`src/rtl/lsa_params.svh`:
```
// constants for the load/store lane alignment path
`ifndef LSA_PARAMS_SVH
`define LSA_PARAMS_SVH

// ----------------------------------------------------------------
// funct3 encodings of loads and stores
// ----------------------------------------------------------------
`define F3_BYTE_S 3'h0
`define F3_HALF_S 3'h1
`define F3_WORD 3'h2
`define F3_BYTE_U 3'h4
`define F3_HALF_U 3'h5
`define F3_SIGN_BIT 2

// ----------------------------------------------------------------
// lane masks
// ----------------------------------------------------------------
`define MASK_NONE 4'h0
`define MASK_B0 4'h1
`define MASK_B1 4'h2
`define MASK_B2 4'h4
`define MASK_B3 4'h8
`define MASK_H_LO 4'h3
`define MASK_H_HI 4'hC
`define MASK_WORD 4'hF

// ----------------------------------------------------------------
// address layout and reset values
// ----------------------------------------------------------------
`define ADDR_LOW_BITS 2
`define ADDR_LOW_ZERO 2'h0
`define BYTE_BITS 8
`define RST_WORD 32'h0000_0000
`define RST_MASK 4'h0
`define RST_FLAG 1'h0

`endif

```
`src/rtl/lsa_pkg.sv`:
```
// types and shared decode for the load/store lane alignment path
package lsa_pkg;

  // ----------------------------------------------------------------
  // access sizes
  // ----------------------------------------------------------------
  typedef enum logic [1:0] {
    acc_none,
    acc_byte,
    acc_half,
    acc_word
  } access_t;

  typedef logic [3:0] lane_mask_t;
  typedef logic [31:0] word_t;

  // decode of funct3 into an access size; used by lane_mask_gen
  function automatic access_t access_of(input logic [2:0] f3);
    unique case (f3)
      3'h0, 3'h4: access_of = acc_byte;
      3'h1, 3'h5: access_of = acc_half;
      3'h2: access_of = acc_word;
      default: access_of = acc_none;
    endcase
  endfunction

endpackage

```
`src/rtl/lane_mask_gen.sv`:
```
// byte lane mask generator from address alignment and funct3
`timescale 1ns/1ps
`include "lsa_params.svh"

module lane_mask_gen (
  input wire logic [1:0] adr_low,
  input wire logic [2:0] funct3,
  output lsa_pkg::lane_mask_t lane_mask,
  output logic half_misaligned,
  output logic bad_funct3
);

  // ----------------------------------------------------------------
  // mask decode
  // ----------------------------------------------------------------

  // one bit per byte of the word; only contiguous shapes exist here
  always_comb begin
    lane_mask = `MASK_NONE;
    half_misaligned = 1'b0;
    bad_funct3 = 1'b0;
    unique case (lsa_pkg::access_of(funct3))
      lsa_pkg::acc_byte: begin
        unique case (adr_low)
          2'h0: lane_mask = `MASK_B0;
          2'h1: lane_mask = `MASK_B1;
          2'h2: lane_mask = `MASK_B2;
          2'h3: lane_mask = `MASK_B3;
        endcase
      end
      lsa_pkg::acc_half: begin
        unique case (adr_low)
          2'h0: lane_mask = `MASK_H_LO;
          2'h2: lane_mask = `MASK_H_HI;
          // odd halfword would straddle lanes; nothing is touched
          default: begin
            lane_mask = `MASK_NONE;
            half_misaligned = 1'b1;
          end
        endcase
      end
      lsa_pkg::acc_word: lane_mask = `MASK_WORD;
      lsa_pkg::acc_none: begin
        lane_mask = `MASK_NONE;
        bad_funct3 = 1'b1;
      end
    endcase
  end

endmodule

```
`src/rtl/load_store_lane_alignment.sv`:
```
// load/store lane alignment path: lane mask, load extender, store handler
//
// Contract
// - four-bit mask, one bit per byte
// - mask from address bits 1:0, funct3
// - byte masks 0001, 0010, 0100, 1000
// - halfword masks 0011, 1100; odd invalid
// - word access gives mask 1111
// - mask goes to port, extender, store
// - memory address low two bits zero
// - no word crossing, no split masks
// - word load passes data unchanged
// - selected lanes moved to low bits
// - signed load copies top bit upward
// - unsigned or positive loads zero-fill
// - store puts data in lanes, rest zero
// - store never extends; 1111 passes word
`timescale 1ns/1ps
`include "lsa_params.svh"

module load_store_lane_alignment #(
  parameter int DATA_W = 32,
  parameter int LANES = 4
) (
  input wire logic clock,
  input wire logic rst,
  input wire logic [DATA_W-1:0] alu_result,
  input wire logic [2:0] funct3,
  input wire logic [DATA_W-1:0] reg_store_data,
  input wire logic [DATA_W-1:0] mem_read_data,
  output logic [DATA_W-1:0] mem_addr,
  output logic [LANES-1:0] mem_lane_mask,
  output logic [DATA_W-1:0] mem_write_data,
  output logic [DATA_W-1:0] load_result,
  output logic half_misaligned,
  output logic bad_funct3
);

  // ----------------------------------------------------------------
  // helper functions
  // ----------------------------------------------------------------

  // index of the lowest selected lane; zero for an empty mask
  function automatic logic [1:0] first_lane(input logic [LANES-1:0] m);
    logic [1:0] idx;
    idx = 2'h0;
    for (int i = LANES - 1; i >= 0; i--) begin
      if (m[i]) begin
        idx = 2'(i);
      end
    end
    return idx;
  endfunction

  // number of selected lanes
  function automatic logic [2:0] lane_count(input logic [LANES-1:0] m);
    logic [2:0] n;
    n = 3'h0;
    for (int i = 0; i < LANES; i++) begin
      n = n + {2'h0, m[i]};
    end
    return n;
  endfunction

  // a legal mask is one byte lane, lanes 1:0, lanes 3:2 or all four lanes
  function automatic logic mask_is_legal(input logic [LANES-1:0] m);
    unique case (m)
      `MASK_B0, `MASK_B1, `MASK_B2, `MASK_B3: return 1'b1;
      `MASK_H_LO, `MASK_H_HI, `MASK_WORD: return 1'b1;
      default: return 1'b0;
    endcase
  endfunction

  // widen a lane mask into a bit mask over the whole word
  function automatic logic [DATA_W-1:0] lane_bits(input logic [LANES-1:0] m);
    logic [DATA_W-1:0] b;
    b = '0;
    for (int i = 0; i < LANES; i++) begin
      b[i*`BYTE_BITS +: `BYTE_BITS] = {`BYTE_BITS{m[i]}};
    end
    return b;
  endfunction

  // ----------------------------------------------------------------
  // lane mask generation
  // ----------------------------------------------------------------

  logic [LANES-1:0] raw_mask;
  logic raw_misaligned;
  logic raw_bad_funct3;
  logic [LANES-1:0] lane_mask;

  lane_mask_gen mask_gen (
    .adr_low (alu_result[`ADDR_LOW_BITS-1:0]),
    .funct3 (funct3),
    .lane_mask (raw_mask),
    .half_misaligned (raw_misaligned),
    .bad_funct3 (raw_bad_funct3)
  );

  // a split or partial pattern is never passed on, even if decode slipped
  always_comb begin
    lane_mask = mask_is_legal(raw_mask) ? raw_mask : `MASK_NONE;
  end

  // ----------------------------------------------------------------
  // load extender
  // ----------------------------------------------------------------

  logic [1:0] shift_lanes;
  logic [2:0] width_lanes;
  logic [DATA_W-1:0] load_shifted;
  logic [DATA_W-1:0] load_low;
  logic load_top;
  logic load_signed;
  logic [DATA_W-1:0] next_load_result;

  // the shift amount and width come from the same mask the port sees
  always_comb begin
    shift_lanes = first_lane(lane_mask);
    width_lanes = lane_count(lane_mask);
  end

  // bring the selected lanes down to bit 0
  always_comb begin
    load_shifted = mem_read_data >> ({3'h0, shift_lanes} * 5'(`BYTE_BITS));
  end

  // keep only the lanes that belong to the access
  always_comb begin
    load_low = '0;
    load_top = 1'b0;
    unique case (width_lanes)
      3'h1: begin
        load_low[`BYTE_BITS-1:0] = load_shifted[`BYTE_BITS-1:0];
        load_top = load_shifted[`BYTE_BITS-1];
      end
      3'h2: begin
        load_low[2*`BYTE_BITS-1:0] = load_shifted[2*`BYTE_BITS-1:0];
        load_top = load_shifted[2*`BYTE_BITS-1];
      end
      3'h4: begin
        load_low = mem_read_data;
        load_top = 1'b0;
      end
      // empty mask: nothing was read, result stays zero
      default: begin
        load_low = '0;
        load_top = 1'b0;
      end
    endcase
  end

  // signed when funct3 bit 2 is clear
  always_comb begin
    load_signed = ~funct3[`F3_SIGN_BIT];
  end

  // fill the upper bits from the realigned top bit or with zeros
  always_comb begin
    next_load_result = load_low;
    if (width_lanes == 3'h4) begin
      next_load_result = mem_read_data;
    end else if (load_signed && load_top) begin
      next_load_result = load_low | ~lane_bits(`MASK_WORD >> (LANES - width_lanes));
    end else begin
      next_load_result = load_low;
    end
  end

  // ----------------------------------------------------------------
  // store handler
  // ----------------------------------------------------------------

  logic [DATA_W-1:0] store_shifted;
  logic [DATA_W-1:0] next_write_data;

  // low bits of the register go up into the selected lanes
  always_comb begin
    store_shifted = reg_store_data << ({3'h0, shift_lanes} * 5'(`BYTE_BITS));
  end

  // lanes outside the mask are forced low; no extension of any kind
  always_comb begin
    if (lane_mask == `MASK_WORD) begin
      next_write_data = reg_store_data;
    end else begin
      next_write_data = store_shifted & lane_bits(lane_mask);
    end
  end

  // ----------------------------------------------------------------
  // data port address
  // ----------------------------------------------------------------

  logic [DATA_W-1:0] next_addr;

  // memory only ever sees word addresses
  always_comb begin
    next_addr = {alu_result[DATA_W-1:`ADDR_LOW_BITS], `ADDR_LOW_ZERO};
  end

  // ----------------------------------------------------------------
  // status flags
  // ----------------------------------------------------------------

  logic next_misaligned;
  logic next_bad_funct3;

  // flags explain why the mask came out empty
  always_comb begin
    next_misaligned = raw_misaligned;
    next_bad_funct3 = raw_bad_funct3;
  end

  // ----------------------------------------------------------------
  // output registers
  // ----------------------------------------------------------------

  // one cycle of latency keeps every output straight off a flop;
  // the caller must hold inputs for the cycle it wants answered
  always_ff @(posedge clock or posedge rst) begin
    if (rst) begin
      mem_addr <= `RST_WORD;
      mem_lane_mask <= `RST_MASK;
      mem_write_data <= `RST_WORD;
      load_result <= `RST_WORD;
      half_misaligned <= `RST_FLAG;
      bad_funct3 <= `RST_FLAG;
    end else begin
      mem_addr <= next_addr;
      mem_lane_mask <= lane_mask;
      mem_write_data <= next_write_data;
      load_result <= next_load_result;
      half_misaligned <= next_misaligned;
      bad_funct3 <= next_bad_funct3;
    end
  end

endmodule

```
`config.mk`:
```
export PLATFORM = sky130hd
export DESIGN_NAME = load_store_lane_alignment
export DESIGN_NICKNAME = d
export VERILOG_FILES = /design/src/rtl/lsa_pkg.sv /design/src/rtl/lane_mask_gen.sv /design/src/rtl/load_store_lane_alignment.sv
export VERILOG_INCLUDE_DIRS = /design/src /design/src/rtl
export SDC_FILE = /design/constraint.sdc
export NUM_CORES = 1
export LEC_CHECK = 0
export BUFFER_PORTS_ARGS = -buffer_cell sky130_fd_sc_hd__buf_2
export CAP_MARGIN = 0
export CORE_MARGIN = 5
export CORE_UTILIZATION = 46
export DETAILED_ROUTE_END_ITERATION = 12
export PLACE_DENSITY = 0.8
export SLEW_MARGIN = 10
export SYNTH_ARGS = -nofsm -noshare
export SYNTH_HDL_FRONTEND = slang
export SYNTH_SLANG_ARGS = --single-unit
```
`constraint.sdc`:
```
create_clock -name clock -period 3.9 [get_ports clock]
set_clock_uncertainty 0.15 [all_clocks]
set_input_delay 0.195 -clock clock [delete_from_list [all_inputs] [get_ports clock]]
set_output_delay 0.195 -clock clock [all_outputs]
set_load 0.01 [all_outputs]
```
==> qor.txt, run 1 <==
number of buffers created by CTS - 9
Post-CTS Setup Repair Bufs - 0
metal1 wirelength - 5770 um
Hold Buf Count CTS - 103
critical path data arrival time - 3.74 ns
unrepaired setup endpoints after global routing - false
Final Core Density - 0.721
fin crit share - 0.929
Setup crit start kind - primary input
crit path max-delay cell type - nor4_1
final critical-path required period - 3.62 ns
number of synthesized register bits - 100
final weighted congestion in routability-driven placement - 0.974
library cells used by synthesis - 42
Detailed Place HPWL - 9860 um
TritonCTS clock tree - yes
power density normalized to cell area - 372 nW/um^2
CTS Buffer Depth - 2
most used cell along the critical path - ha_1
Mapped Cells - 407
dominant cell type by area after synthesis - dfrtp_1
Critical Path End Type - flop
DR vias/cell - 5.53
metal2 WL - 7800 um
Top delay family on crit path - adder cells
wire length of the first global-routing pass - 24600 um
Peak supply drop - 0.188 mV
area enclosed by the die boundary - 11200 sq um
worst slew margin relative to its limit - 0.317
largest cells by area after synthesis - dfrtp_1 (59%), nand2_1 (6.1%), nor2_1 (4.1%)
parity-gate share of the synthesized area counting xor and xnor cells - 0
number of hold violations in the final report - 0
Synth Area in Simple Gates - 0.155
fillcell total - 602
Port Buffers - 200
Syn Area/Cell - 10.4 sq um
number of remaining DRC errors - 0
total negative slack for setup checks - 0 ns
total number of vias - 4575
total length of routed wires - 15800 um
timing startpoint of the critical path - alu_result[1]
cell count after placement - 705
clock tree sinks - 100
buffer and inverter count on the worst path - 3
P_leak - 3.47 nW
compound-gate portion of the synthesized area - 0.162
clock-pin slew on the worst setup and hold paths - 0.11 ns
maximum number of pins on one net before global-route repair - 68
growth of design area from synthesis to finish - 54.8%
ratio of cells with drive above 1 in the final layout - 0.325
critical path fanouts, max - 19
peak clock frequency supported by timing - 276 MHz
Total Power - 2.44 mW
mux share of post-synthesis cell area - 0.0248
H-tree depth - 3
vias in the first global route - 4711
fraction of synthesized cell area taken by the top area cell type - 0.590
most numerous cell in the Yosys netlist - dfrtp_1
largest stage delay on the critical path - 0.79 ns
number of enable-type register cells in the synthesized netlist - 0
number of nets in the layout - 819
Initial Util - 0.465
sequential-to-total area share from yosys stat - 0.590
met3 layer wire length in the routed design - 1270 um
slew at the pin with the worst max-slew slack - 1.02 ns
aggregate global-route resource usage - 0.278
maxcap violations - 0
violation count after the first detailed-routing iteration - 550
share of flip-flops with an asynchronous set or reset after synthesis - 1.00
number of endpoints failing setup at the final stage - 0
combinational family with the most area after synthesis - compound AO/OA/AOI/OAI gates
IO Count - 203
worst min-delay path class - in -> reg
Highest Signal Layer - met4
final instance area - 6560 sq um
area post-placement - 5340 sq um
Detailed Routing Iterations Pass 1 - 5
commonest register cell after synthesis - dfrtp_1
count of antenna-violating nets left after detailed routing - 0
critical path data required time - 4.02 ns
num rows - 35
warning count from the yosys run - 0
Floorplan Core Area - 9110 sq um
Congestion Overflow GR - 0
initial antenna violation count - 3
routed wire length per instance - 19.1 um
CP Cell Sequence - buf_2 > o31ai_1 > inv_1 > fa_1 > inv_1 > ha_1 > ha_1 > ha_1 > nand2b_1 > nor4_1 > a22oi_1 > o211ai_1
hold path startpoint - funct3[2]
Worst Setup Path Type - in -> reg
total standard cell area after synthesis - 4240 sq um
status - finished clean
post-synthesis adder-cell area fraction - 0.0313
top cell types by occurrence after synthesis - dfrtp_1 (100), nand2_1 (69), nor2_1 (46)
count of instances resized after the clock tree is built - 0
y dimension of the die - 106 um
CTS root buffer - clkbuf_8
die extent in x - 106 um
number of pins with negative max-slew slack in the final report - 0
post-route insts no fill - 827
-- stage by stage --
stage                     hold slack, ns  worst slack, ns
after floorplan                   0.0764            0.324
after global placement             0.153            0.132
after detailed placement           0.154           0.0648
after CTS                         0.0110            0.410
after global routing              0.0488           0.0482
final                             0.0276            0.278
-- state kept, by name, summed over array words and instances (netlist names) --
register	cells
mem_lane_mask	4
mem_write_data	32
mem_addr	30
bad_funct3	1
load_result	32
half_misaligned	1
-- power by group --
part	switching, mW	internal [mW]	leakage [nW]
sequential	0.0337	1.14	1.28
clock	0.383	0.246	0.0945
combinational	0.354	0.283	2.10
total	0.770	1.67	3.47
-- worst paths after layout --
kind / endpoint / slack, ns / cells after the start
min in group asynchronous: mem_addr[19]$_DFF_PP0_ / 0.39 / 3
max in group asynchronous: mem_write_data[9]$_DFF_PP0_ / 2.29 / 4
setup / recovery: load_result[12]$_DFF_PP0_ / 0.28 / 12
hold / removal: bad_funct3$_DFF_PP0_ / 0.03 / 3
-- placed cells by master, fill, tap and decap left out, types with 3 or more instances in the layout --
cell type / netlist / layout
o211ai_1: 8 / 8
clkinv_4: 0 / 4
nor3_1: 6 / 6
a22oi_1: 7 / 7
dlygate4sd3_1: 0 / 103
o31ai_1: 3 / 3
o21ai_1: 4 / 4
nor2b_1: 10 / 10
nand3_1: 9 / 9
buf_2: 6 / 200
ha_1: 9 / 9
nand2_1: 69 / 69
a311o_1: 7 / 7
o21ai_0: 17 / 17
a21oi_1: 30 / 30
inv_1: 12 / 11
dfrtp_1: 100 / 100
a21o_1: 6 / 6
clkbuf_8: 0 / 9
nand2b_1: 3 / 3
buf_4: 4 / 8
o221ai_1: 8 / 8
mux2i_1: 6 / 6
nor2_1: 46 / 46
diode_2: 0 / 3
-- metal layers --
layer  up-vias  global-route usage
met5         -                   0
met1      2158               0.331
met4         0               0.177
met3        82              0.0437
met2       328               0.471
li1       2007                   -
-- logic make-up (layout without fill, tap and decap cells) --
group / after synthesis / after routing
and+or+nand+nor: 152 / 152
buffers and inverters: 34 / 339
AOI/OAI and AO/OA: 102 / 102
adders and majority gates: 10 / 10
other: 1 / 5
muxes: 8 / 8
DFF: 100 / 100
-- layout make-up --
cell class              instances  area (sq um)  share of cell area
multi-input cells             274          1590               0.242
repair buffers                311          2090               0.319
flip-flops and latches        100          2500               0.381
diodes                          3          7.51             0.00114
inverters                      12          47.5             0.00724
clock inverters                 6          57.6             0.00877
clock buffers                  10           128              0.0194
well taps                     111           139              0.0212
No activity file was read; power rests on OpenSTA's default activity.
==> inputs of run 2 (changes only) <==
RECOVER_POWER = 25   (was unset)
clock period = 3.5 ns   (was 3.9 ns; I/O delays follow)
==> qor.txt, run 2 (same netlist as run 1, synthesis figures left out) <==
worst min-delay path class - in -> reg
Detailed Place HPWL - 10100 um (+2.2%)
number of buffers created by CTS - 9 (unchanged)
final weighted congestion in routability-driven placement - 0.937 (-3.8%)
total length of routed wires - 16200 um (+3.0%)
num rows - 35 (unchanged)
sequential cell fraction of total power - 0.459 (-0.023)
ratio of cells with drive above 1 in the final layout - 0.277 (-0.0481)
routing usage on met2 - 0.495 (+0.0232)
critical path fanouts, max - 14 (-5)
slew at the pin with the worst max-slew slack - 1.16 ns (+0.144 ns)
Worst Setup Path Type - in -> reg
clock tree sinks - 100 (unchanged)
IO Count - 203 (unchanged)
DR vias/cell - 5.55 (+0.24%)
maximum number of pins on one net before global-route repair - 97 (+43%)
final instance area - 6670 sq um (+1.6%)
Total Power - 2.86 mW (+17%)
critical path data arrival time - 3.34 ns (-0.40 ns)
fin crit share - 0.936
proportion of power drawn by the clock network - 0.291 (+0.033)
area enclosed by the die boundary - 11200 sq um (unchanged)
cell count after placement - 714 (+1.3%)
endpoint of the worst hold path - half_misaligned$_DFF_PP0_
maxcap violations - 0 (unchanged)
fillcell total - 636 (+5.6%)
number of pins with negative max-slew slack in the final report - 0 (unchanged)
peak clock frequency supported by timing - 305 MHz
switching share of power - 0.302 (-0.0137)
global routing usage on met3 - 0.0589 (+0.0152)
growth of design area from synthesis to finish - 57.3%
number of endpoints failing setup at the final stage - 0 (unchanged)
initial antenna violation count - 3 (unchanged)
most congested layer reported by global routing - met2
count of antenna-violating nets left after detailed routing - 0 (unchanged)
net switching power figure - 864 uW (+12%)
critical path data required time - 3.56 ns (-0.46 ns)
crit path max-delay cell type - fa_1
H-tree depth - 3 (unchanged)
placement-stage worst setup slack - -0.0985 ns (-0.163 ns)
CTS Buffer Depth - 2 (unchanged)
largest stage delay on the critical path - 0.49 ns (-0.30 ns)
clock-pin slew on the worst setup and hold paths - 0.10 ns (about the same)
final critical-path required period - 3.28 ns
number of nets in the layout - 831 (+1.5%)
routed wire length per instance - 19.3 um (+1.4%)
Initial Util - 0.465 (unchanged)
Congestion Overflow GR - 0 (unchanged)
aggregate global-route resource usage - 0.284 (+0.00537)
worst slew margin relative to its limit - 0.227 (-0.0897)
CTS root buffer - clkbuf_8
Largest regs - load_result: 32 flops, mem_write_data: 32 flops, mem_addr: 30 flops
post-route insts no fill - 840 (+1.6%)
CP Cell Sequence - buf_2 > buf_4 > o31ai_1 > inv_1 > fa_1 > inv_1 > ha_1 > ha_1 > inv_1 > ha_1 > ha_1 > a21oi_1 > a21oi_1 > o21ai_1 > nand2_1
die extent in x - 106 um (unchanged)
internal power consumption - 2.00 mW (+20%)
wire length of the first global-routing pass - 24800 um (+0.84%)
power density normalized to cell area - 429 nW/um^2 (+15%)
y dimension of the die - 106 um (unchanged)
area used by sequential logic in the layout - 2500 sq um (unchanged)
most common cell after layout, fill and taps aside - buf_2
Detailed Routing Iterations Pass 1 - 5 (unchanged)
combinational share of power - 0.250 (-0.011)
commonest non-fill, non-tap cells in the layout - buf_2 (159), dlygate4sd3_1 (106), dfrtp_1 (100), nand2_1 (69), nor2_1 (46)
Floorplan Core Area - 9110 sq um (unchanged)
area post-placement - 5420 sq um (+1.4%)
vias in the first global route - 4710 (-0.021%)
buffer and inverter count on the worst path - 5 (+2)
worst hold slack - 0.0546 ns (+0.0270 ns)
violation count after the first detailed-routing iteration - 506 (-8.0%)
area used by multi-input combinational logic - 1610 sq um (+1.1%)
TritonCTS clock tree - yes
P_leak - 3.40 nW (-2.2%)
hold path startpoint - funct3[1]
Setup crit start kind - primary input
grt met1 use - 0.323 (-0.00720)
status - finished clean
total number of vias - 4658 (+1.8%)
unrepaired setup endpoints after global routing - false
Top delay family on crit path - adder cells
number of remaining DRC errors - 0 (unchanged)
most used cell along the critical path - ha_1
Critical Path End Type - flop
slack of the critical path - 0.224 ns (-0.0541 ns)
number of stages on the worst hold path - 3 (unchanged)
number of hold violations in the final report - 0 (unchanged)
Peak supply drop - 0.280 mV (+49%)
Port Buffers - 200 (unchanged)
-- run 2: changes by cell type in the layout (fill, tap and decap cells not counted), moves of 2 or more --
cell,change
clkbuf_1,+42
dlygate4sd3_1,+3
clkinv_4,-4
buf_4,+7
buf_2,-41
bufinv_16,+2
inv_6,+2
clkinvlp_4,+2
-- run 2: area by class of cell --
| type | count | area share |
|---|---|---|
| Tap cell | 111 | 0.0208 |
| Multi-Input combinational cell | 274 | 0.241 |
| Sequential cell | 100 | 0.375 |
| Antenna cell | 4 | 0.00150 |
| Clock inverter | 6 | 0.0143 |
| Inverter | 12 | 0.00751 |
| Timing Repair Buffer | 323 | 0.320 |
| Clock buffer | 10 | 0.0191 |
-- run 2: worst min-delay path, stage by stage --
cell    delay [ns]
buf_2         0.09
buf_4         0.19
nor2_1        0.07
-- run 2: repair_timing --
| action | CTS | global route |
|---|---|---|
| hold endpoints to repair | 113 | 0 |
| resized for setup | 0 | 2 |
| endpoints found under the setup margin | 0 | 5 |
| hold buffers | 106 | 0 |
| setup buffers | 0 | 0 |
-- run 2: worst max path at each step --
stage / slack, ns / to / from / cells after the start
2_1_floorplan: 0.03 / load_result[15]$_DFF_PP0_ / alu_result[1] / 15
3_3_place_gp: 0.01 / load_result[28]$_DFF_PP0_ / funct3[1] / 14
3_5_place_dp: -0.1 / load_result[17]$_DFF_PP0_ / funct3[1] / 15
4_1_cts: 0.27 / load_result[17]$_DFF_PP0_ / funct3[1] / 15
5_1_grt: 0.01 / load_result[1]$_DFF_PP0_ / funct3[1] / 15
6_report: 0.22 / load_result[17]$_DFF_PP0_ / funct3[1] / 15
-- run 2: power by group through the flow --
stage | clock [mW] | sequential [mW] | combinational, mW
2_1_floorplan | 0 | 1.39 | 0.253
3_3_place_gp | 0 | 1.33 | 0.594
3_5_place_dp | 0 | 1.33 | 0.610
4_1_cts | 0.838 | 1.31 | 0.709
5_1_grt | 0.891 | 1.32 | 0.771
6_report | 0.832 | 1.31 | 0.716
-- run 2: metal layers --
metal  routed length, um  up-vias
li1                    -     2029
met3                1380       98
met4                 957        0
met5                   0        -
met1                5840     2191
met2                8070      340
-- run 2: per-stage QoR --
stage,TNS (ns),utilization
after floorplan,0,-
after global placement,0,0.595
after detailed placement,-1.64,0.595
after CTS,0,0.736
after global routing,0,0.732
final,0,0.732
